<file path="src/rtl/tcount_regs.svh">
// Register map and constants of the sixteen-bit timer core
`ifndef TCOUNT_REGS_SVH
`define TCOUNT_REGS_SVH
`define OFS_COUNT_LOW 12'h000
`define OFS_COUNT_HIGH 12'h004
`define OFS_CONTROL 12'h008
`define OFS_GATE_CONTROL 12'h00c
`define OFS_STATUS 12'h010
`define CTL_ON_BIT 0
`define CTL_SYNC_N_BIT 2
`define CTL_OSC_EN_BIT 3
`define CTL_PS_LSB 4
`define CTL_CS_LSB 6
`define GCTL_GATE_EN_BIT 7
`define STAT_OVF_BIT 0
`define CONTROL_RESET 8'h00
`define INSTR_DIV 3'h4
`define COUNT_MAX 16'hffff
`endif

</file>
<file path="src/rtl/tcount_pkg.sv">
// Types of the sixteen-bit timer core
package tcount_pkg;
  typedef enum logic [1:0] {
    SRC_INSTR,
    SRC_SYSTEM,
    SRC_EXTERNAL,
    SRC_LFOSC
  } clk_src_t;
  typedef logic [7:0] byte_t;
endpackage

</file>
<file path="src/rtl/edge_sync.sv">
// Two-stage synchroniser with rising and falling edge pulses
`timescale 1ns/1ps
module edge_sync (
  input wire logic clk,
  input wire logic rst,
  input wire logic async_in,
  output logic level,
  output logic rise,
  output logic fall
);
  typedef struct packed {
    logic meta;
    logic sync;
    logic prev;
  } sync_state_t;
  sync_state_t s_q, s_d;
  always_comb begin
    s_d = s_q;
    s_d.meta = async_in;
    s_d.sync = s_q.meta;
    s_d.prev = s_q.sync;
  end
  always_ff @(posedge clk) begin
    if (rst) begin
      s_q <= '0;
    end else begin
      s_q <= s_d;
    end
  end
  assign level = s_q.sync;
  assign rise = s_q.sync & ~s_q.prev;
  assign fall = ~s_q.sync & s_q.prev;
endmodule // edge_sync

</file>
<file path="src/rtl/timer16_core.sv">
// Sixteen-bit timer/counter core with APB register access
// Contract
// - 16-bit up-counter as high and low bytes; writes replace the live byte at once.
// - Internal source ticks per instruction cycle; external source ticks per rising edge.
// - Off when on bit 0; always counts when gate bit 0; else gated.
// - Source field: 11 low-freq osc, 01 system, 00 instruction, 10 external pin (secondary osc when osc enable is set).
// - System clock source advances four times per instruction cycle.
// - External pin counts on rising edge, always synchronised; the sync bit is only stored and read back.
// - External mode needs a falling edge before the first counted rising edge.
// - Prescaler divides selected clock by 1, 2, 4 or 8.
// - Prescaler is hidden from software and cleared by any count byte write.
// - Oscillator-enable bit starts the secondary oscillator; it runs during sleep.
// - Rollover from ffff to 0000 sets overflow flag until software clears it.
`timescale 1ns/1ps
`include "tcount_regs.svh"
module timer16_core #(
  parameter int PS_WIDTH = 3
) (
  // Clock and reset
  input wire logic CORE_CLK,
  input wire logic RST,
  // APB slave
  input wire logic PSEL,
  input wire logic PENABLE,
  input wire logic PWRITE,
  input wire logic [11:0] PADDR,
  input wire logic [31:0] PWDATA,
  input wire logic [3:0] PSTRB,
  output logic [31:0] PRDATA,
  output logic PREADY,
  output logic PSLVERR,
  // Clock sources from outside the core domain
  input wire logic EXTERNAL_CLOCK_PIN,
  input wire logic SECONDARY_OSC_CLK,
  input wire logic LOW_FREQ_INTERNAL_OSC,
  // Gate logic, oscillator control and overflow flag
  input wire logic GATE_PERMIT,
  output logic SECONDARY_OSC_ENABLE,
  output logic GATE_ENABLE_BIT,
  output logic OVERFLOW_FLAG
);
  import tcount_pkg::*;

  typedef struct packed {
    logic [15:0] count;
    logic [PS_WIDTH-1:0] prescale;
    logic [1:0] instr_div;
    logic counter_on_bit;
    logic sync_n;
    logic secondary_osc_enable;
    logic [1:0] prescale_select;
    clk_src_t clock_source_select;
    logic gate_enable_bit;
    logic overflow_flag;
    logic fall_seen;
    logic ready;
    logic [31:0] rdata;
  } core_state_t;

  core_state_t s_q, s_d;

  logic pin_level, pin_rise, pin_fall;
  logic osc_level, osc_rise, osc_fall;
  logic lf_level, lf_rise, lf_fall;
  logic apb_access, apb_wr, apb_rd, addr_ok;
  logic wr_low, wr_high, wr_ctl, wr_gctl, wr_stat;
  logic run, ext_mode, src_tick, ps_tick;
  logic [PS_WIDTH-1:0] ps_limit;

  // External clock inputs are sampled through two flops before use; GATE_PERMIT is used directly
  edge_sync u_pin_sync (
    .clk(CORE_CLK),
    .rst(RST),
    .async_in(EXTERNAL_CLOCK_PIN),
    .level(pin_level),
    .rise(pin_rise),
    .fall(pin_fall)
  );
  edge_sync u_osc_sync (
    .clk(CORE_CLK),
    .rst(RST),
    .async_in(SECONDARY_OSC_CLK),
    .level(osc_level),
    .rise(osc_rise),
    .fall(osc_fall)
  );
  edge_sync u_lf_sync (
    .clk(CORE_CLK),
    .rst(RST),
    .async_in(LOW_FREQ_INTERNAL_OSC),
    .level(lf_level),
    .rise(lf_rise),
    .fall(lf_fall)
  );

  assign apb_access = PSEL & PENABLE;
  // Writes land on the completing edge; reads are captured one edge earlier
  assign apb_wr = apb_access & s_q.ready & PWRITE & PSTRB[0];
  assign apb_rd = apb_access & ~s_q.ready & ~PWRITE;
  always_comb begin
    case (PADDR)
      `OFS_COUNT_LOW, `OFS_COUNT_HIGH, `OFS_CONTROL, `OFS_GATE_CONTROL, `OFS_STATUS: addr_ok = 1'b1;
      default: addr_ok = 1'b0;
    endcase
  end
  assign wr_low = apb_wr & (PADDR == `OFS_COUNT_LOW);
  assign wr_high = apb_wr & (PADDR == `OFS_COUNT_HIGH);
  assign wr_ctl = apb_wr & (PADDR == `OFS_CONTROL);
  assign wr_gctl = apb_wr & (PADDR == `OFS_GATE_CONTROL);
  assign wr_stat = apb_wr & (PADDR == `OFS_STATUS);

  // Enable table: off, always on, or gated
  assign run = s_q.counter_on_bit & (~s_q.gate_enable_bit | GATE_PERMIT);
  assign ext_mode = (s_q.clock_source_select == SRC_EXTERNAL);

  // Source decode; all sources reduce to one-cycle ticks of the core clock
  always_comb begin
    case (s_q.clock_source_select)
      SRC_LFOSC: src_tick = lf_rise;
      // Four ticks per instruction cycle, so reads carry two LSBs of uncertainty
      SRC_SYSTEM: src_tick = 1'b1;
      SRC_INSTR: src_tick = (s_q.instr_div == 2'(`INSTR_DIV - 3'h1));
      SRC_EXTERNAL: src_tick = (s_q.secondary_osc_enable ? osc_rise : pin_rise) & s_q.fall_seen;
      default: src_tick = 1'b0;
    endcase
  end

  // Prescaler outputs one tick per 1, 2, 4 or 8 source ticks
  assign ps_limit = PS_WIDTH'((1 << s_q.prescale_select) - 1);
  assign ps_tick = run & src_tick & (s_q.prescale == ps_limit);

  always_comb begin
    s_d = s_q;
    s_d.instr_div = s_q.instr_div + 2'h1;
    s_d.ready = apb_access & ~s_q.ready;
    if (run & src_tick) begin
      s_d.prescale = (s_q.prescale == ps_limit) ? '0 : s_q.prescale + PS_WIDTH'(1);
    end
    if (ps_tick) begin
      s_d.count = s_q.count + 16'h0001;
      if (s_q.count == `COUNT_MAX) begin
        s_d.overflow_flag = 1'b1;
      end
    end
    // Arm the rising-edge qualifier only after a falling edge of the counted input
    if (ext_mode && (s_q.secondary_osc_enable ? osc_fall : pin_fall)) begin
      s_d.fall_seen = 1'b1;
    end
    if (!s_q.counter_on_bit) begin
      s_d.fall_seen = 1'b0;
    end
    if (wr_low) begin
      s_d.count[7:0] = PWDATA[7:0];
      s_d.prescale = '0;
      s_d.fall_seen = 1'b0;
    end
    if (wr_high) begin
      s_d.count[15:8] = PWDATA[7:0];
      s_d.prescale = '0;
      s_d.fall_seen = 1'b0;
    end
    if (wr_ctl) begin
      s_d.counter_on_bit = PWDATA[`CTL_ON_BIT];
      s_d.sync_n = PWDATA[`CTL_SYNC_N_BIT];
      s_d.secondary_osc_enable = PWDATA[`CTL_OSC_EN_BIT];
      s_d.prescale_select = PWDATA[`CTL_PS_LSB +: 2];
      s_d.clock_source_select = clk_src_t'(PWDATA[`CTL_CS_LSB +: 2]);
    end
    if (wr_gctl) begin
      s_d.gate_enable_bit = PWDATA[`GCTL_GATE_EN_BIT];
    end
    // Write one to clear; a same-cycle rollover still wins
    if (wr_stat && PWDATA[`STAT_OVF_BIT] && !(ps_tick && s_q.count == `COUNT_MAX)) begin
      s_d.overflow_flag = 1'b0;
    end
    s_d.rdata = 32'h0000_0000;
    if (apb_rd) begin
      case (PADDR)
        `OFS_COUNT_LOW: s_d.rdata[7:0] = s_q.count[7:0];
        `OFS_COUNT_HIGH: s_d.rdata[7:0] = s_q.count[15:8];
        `OFS_CONTROL: s_d.rdata[7:0] = {s_q.clock_source_select, s_q.prescale_select,
          s_q.secondary_osc_enable, s_q.sync_n, 1'b0, s_q.counter_on_bit};
        `OFS_GATE_CONTROL: s_d.rdata[7:0] = {s_q.gate_enable_bit, 7'h00};
        `OFS_STATUS: s_d.rdata[7:0] = {7'h00, s_q.overflow_flag};
        default: s_d.rdata = 32'h0000_0000;
      endcase
    end
  end

  always_ff @(posedge CORE_CLK) begin
    if (RST) begin
      s_q <= '0;
    end else begin
      s_q <= s_d;
    end
  end

  // One wait state so that read data can come straight from a flop
  assign PREADY = s_q.ready;
  assign PSLVERR = apb_access & s_q.ready & ~addr_ok;
  assign PRDATA = s_q.rdata;
  assign SECONDARY_OSC_ENABLE = s_q.secondary_osc_enable;
  assign GATE_ENABLE_BIT = s_q.gate_enable_bit;
  assign OVERFLOW_FLAG = s_q.overflow_flag;
endmodule // timer16_core

</file>
<file path="config.mk">
export PLATFORM = sky130hd
export DESIGN_NAME = timer16_core
export DESIGN_NICKNAME = d
export VERILOG_FILES = /design/src/rtl/tcount_pkg.sv /design/src/rtl/edge_sync.sv /design/src/rtl/timer16_core.sv
export VERILOG_INCLUDE_DIRS = /design/src /design/src/rtl
export SDC_FILE = /design/constraint.sdc
export NUM_CORES = 1
export LEC_CHECK = 0
export BUFFER_PORTS_ARGS = -buffer_cell sky130_fd_sc_hd__buf_2
export CORE_ASPECT_RATIO = 1.2
export CORE_UTILIZATION = 45
export CTS_CLUSTER_SIZE = 24
export DETAILED_ROUTE_END_ITERATION = 16
export PLACE_DENSITY = 0.73
export SYNTH_ARGS = -nofsm -noshare
export SYNTH_HDL_FRONTEND = slang
export SYNTH_SLANG_ARGS = --single-unit
</file>
<file path="constraint.sdc">
create_clock -name CORE_CLK -period 3.9 [get_ports CORE_CLK]
set_clock_uncertainty 0.15 [all_clocks]
set_input_delay 0.78 -clock CORE_CLK [delete_from_list [all_inputs] [get_ports CORE_CLK]]
set_output_delay 0.78 -clock CORE_CLK [all_outputs]
set_load 0.02 [all_outputs]
</file>
# == Yosys cells after proc, flatten, opt, wreduce, memory -nomap -nowiden ==
# Index checks and enable logic that the tools add are counted.
# W data, S select, Z words.
# classes
add_sub_neg,4
eq_ne,10
n_shift,1
n_mux,10
bitwise,33
n_reduce_logical,15
# op_table
op,count
$pmux W8 S5,1
$eq A12 B4 Y1 const B,2
$and A1 B1 Y1,21
$add A16 B1 Y16 const B,1
$eq A16 B16 Y1 const B,1
$mux W16,1
$eq A12 B3 Y1 const B,1
$eq A12 B5 Y1 const B,1
$logic_not A12 Y1,1
$mux W11,1
$not A1 Y1,11
$mux W8,1
$eq A2 B2 Y1 const B,3
$mux W3,2
$reduce_or A5 Y1,1
$logic_and A1 B1 Y1,4
$pmux W1 S4,1
$reduce_bool A2 Y1,2
$reduce_or A2 Y1,2
$reduce_or A4 Y1,1
$add A3 B1 Y3 const B,1
$eq A3 B3 Y1,1
$mux W1,3
$reduce_or A3 Y1,1
other kinds (8),8
# totals
reg_bits,73
elab_cells,97

# == Logic depth before layout (Yosys ltp) ==
# logic_depth
depth_word,11
ltp_mapped,8
mapped_depth_nobuf,7

# == Modules after synthesis ==
# A second synthesis with hierarchy kept.
# unflattened
hier_cells,324
hier_area_um2,2770.2
# modules_own_cells
mod,n_inst,cells_each,area_each_um2
timer16_core,1,300,2496.1
edge_sync,3,8,91.3

# == Worst setup path after synthesis ==
# OpenSTA, ideal clock, no wires.
# synth_path
kind,input port to output port
start,input PADDR[2]
end,output PSLVERR
arrival_time_ns,1.700
t_required_ns,2.970
setup_slack_ns,1.270
stages,3
cell_sequence,buf_1 o21ai_0 a21oi_1
# synth_between
elab_chain_cells,5
elab_cells_between_ends,9
# synth_rtl
element,line,text
from (decl),timer16_core.sv:26,"input wire logic [11:0] PADDR,"
"$eq A12 B3 Y1, or another cell as far along",timer16_core.sv:101,case (PADDR)
$reduce_or A5 Y1 *,timer16_core.sv:101,
$mux W1 *,timer16_core.sv:101,
$not A1 Y1 *,timer16_core.sv:200,assign PSLVERR = apb_access & s_q.ready & ~addr_ok;
$and A1 B1 Y1 *,timer16_core.sv:200,
to (decl),timer16_core.sv:31,"output logic PSLVERR,"
# Mark *: on every way between the ends. The rest lies on a longest branch, timed or not.

# == Worst setup path after layout ==
# layout_path
start,input PADDR[10]
end,output PSLVERR
# Same word-level chain as after synthesis.

==> flow_metrics.py <==
metrics = {
    "logic_synthesis": {
        "synth_edf_count": 0,
        "synthCells": 301,
        "synthDistinctLibCells": 46,
        "avgSynthCellArea_um2": 8.84,
        "synthTopCellsByArea": "dfxtp_1 37%, buf_4 9.3%, nor2_1 6.5%",
        "synth-seq-cells": 49,
        "ys_seq_area_share_pct": 36.9,
        "ys_warn_count": 0,
        "synth-main-ff-cell": "dfxtp_1",
        "yosys.area.top_type": "dfxtp_1",
        "netlist.area_leader.share_pct": 36.9,
        "async_flop_share_pct": 0,
        "syn_area_um2": 2660,
    },
    "timing": {
        "fin_crit_sh_pct": 69.3,
        "post-route-worst-setup-slack_ns": 1.20,
        "finalMaxSlewViolations": 0,
        "tightest_slew_ns": 0.627,
        "setup_viol": 0,
        "fin_setup_tns_ns": 0,
        "rsz0062_at_grt": "no",
        "fmax_mhz": 370,
        "maxSlewHeadroom_pct": 58.2,
        "period_needed_ns": 2.70,
        "final_hold_viol_count": 0,
    },
    "grt": {
        "track_usage_pct": 18.4,
        "grt_max_degree": 33,
        "antenna_found_initial": 0,
        "grt_pass1_wl_um": 8780,
        "grt_pass1_vias": 1892,
        "grt_overflow": 0,
    },
    "power": {
        "p_per_area_nw_per_um2": 307,
        "intPower_w": 0.000654,
        "switchingPower_w": 0.000217,
        "total_power_w": 0.000870,
        "swShare_pct": 24.9,
        "peakVddDrop_v": 0.000278,
        "clkPwrFrac_pct": 33.7,
        "seq_power_share_pct": 58.3,
        "total_leakage_power_nw": 1.15,
        "pwr-share-comb_pct": 7.9,
    },
    "worst_setup_path": {
        "cp_slowest_cell": "nor4_2",
        "crit_required_ns": 2.97,
        "critPathMaxStageDelay_ns": 0.37,
        "crit_fanout": 4,
        "end_kind": "output port",
        "arrival_ns": 1.77,
        "r2r_cells": 7,
        "startpoint_type": "input port",
        "path_cells": "buf_2 -> nor4_2 -> and3_1 -> a21oi_1 -> buf_2",
        "crit_type": "input port to output port",
        "crit_top_cell": "buf_2",
    },
    "route": {
        "drc": 0,
        "via_count": 2078,
        "wire_per_inst_um": 13.2,
        "first_pass_iters": 4,
        "ant_nets": 0,
        "drt_wl_total_um": 5420,
        "drt_iter0_drc": 149,
        "via_per_inst": 5.08,
    },
    "clocking": {
        "clk_path_buf_depth": 2,
        "post_cts_buffers": 0,
        "cts_sinks": 49,
        "postCtsHoldBufs": 0,
        "post_cts_resized": 0,
        "h-tree-depth": 2,
        "clkTransAtPathRegs_ns": 0.09,
        "cts-root-buf": "clkbuf_8",
        "cts-buffers-inserted": 5,
        "cts_tree": "done",
        "clk_latency_ns": 0.30,
    },
    "placement": {
        "portBuffers": 42,
        "pre_cts_ws_ns": 1.11,
        "gp_congestion": 0.891,
        "place.detailed.hpwl_um": 4060,
    },
    "finish": {
        "areaGrowthSynthToFinish_pct": 6.54,
        "fin_nets": 388,
        "drive_above_1_share_pct": 19.1,
        "final_cell_mix": "49 x dfxtp_1, 46 x nor2_1, 42 x buf_2",
        "n_fill_cell": 561,
        "num_antenna_cells": 0,
        "ff_latch_area_um2": 981,
        "multi_input_area_um2": 1450,
        "largest_reg_flops": 28,
        "top_register": "s_q",
        "final_common_cell": "dfxtp_1",
    },
    "min_path": {
        "hold_class": "flop to flop",
        "min_path_cells": 1,
    },
    "outcome": {
        "status": "finished, final reports clean",
    },
    "floorplan": {
        "die_w_um": 72.2,
        "rows": 30,
        "start_util_pct": 47.0,
        "core-area_um2": 5670,
        "die_h_um": 86.2,
        "dieArea_um2": 6230,
        "ioPinCount": 94,
    },
    "run": {
        "drv_cap": 0,
    },
}
-- power groups by stage --
stage | combinational (W) | sequential [W] | clock [W]
after detailed placement | 0.0000691 | 0.000520 | 0
final | 0.0000691 | 0.000508 | 0.000293
after CTS | 0.0000693 | 0.000508 | 0.000304
after global routing | 0.0000761 | 0.000509 | 0.000322
after global placement | 0.0000683 | 0.000520 | 0
after floorplan | 0.0000623 | 0.000520 | 0
-- kinds of logic (layout without fill, tap and decap cells) --
kind of cell | Yosys count | after routing | share of synthesized area, %
flip-flops | 49 | 49 | 36.9
other | 1 | 24 | 0.141
AND/OR/NAND/NOR | 130 | 130 | 27.1
AO/OA/AOI/OAI | 39 | 39 | 10.8
buffers and inverters | 47 | 52 | 11.9
XOR/XNOR | 15 | 15 | 4.94
multiplexers | 17 | 17 | 6.86
adder cells (fa/ha/maj) | 3 | 3 | 1.41
-- synth_stat cells, types with 4 or more instances --
| cell | instances |
|---|---|
| dfxtp_1 | 49 |
| a211oi_1 | 5 |
| mux2i_1 | 16 |
| xnor2_1 | 15 |
| nor2_1 | 46 |
| buf_4 | 33 |
| o2bb2ai_1 | 8 |
| nand2_1 | 11 |
| o21ai_0 | 4 |
| nor4_2 | 5 |
| a21oi_1 | 11 |
| nor3_1 | 17 |
| nand4_1 | 5 |
| nand2b_1 | 5 |
| nor2b_1 | 11 |
| clkbuf_1 | 8 |
| nand3_1 | 10 |
-- per-stage QoR --
stage	cell area (um2)	util (%)	instances	hold WS (ns)
floorplan	2750	-	324	0.249
global placement	2750	48.5	401	0.259
detailed placement	2750	48.5	401	0.262
CTS	2840	50.0	409	0.275
global route	2840	50.0	409	0.286
finish	2840	50.0	409	0.275
-- final cells by class --
type,instances,share of cell area [%]
Clock buffer,6,2.56
Clock inverter,2,0.485
Inverter,2,0.265
Multi-Input combinational cell,228,51.1
Sequential cell,49,34.6
Tap cell,80,3.53
Timing Repair Buffer,42,7.41
-- path summary, 6_finish.rpt --
check / from / to / slack, ns
worst max-delay path: PADDR[10] / PSLVERR / 1.20
worst max register to register: s_q[43] / s_q[49] / 1.80
worst min register to register: s_q[43] / s_q[43] / 0.28
worst min-delay path: s_q[43] / s_q[43] / 0.28
-- critical path: cells and delay by family --
kind,cells,cell delay [ns]
simple gates,2,0.65
buf+inv,2,0.26
compound gates,1,0.08
-- layer usage --
layer / track usage [%] / wire (um)
met1: 21.4 / 2250
met2: 31.8 / 2730
met3: 4.19 / 282
met4: 8.56 / 145
met5: 0 / 0
Power figures use the tool's default switching activity.
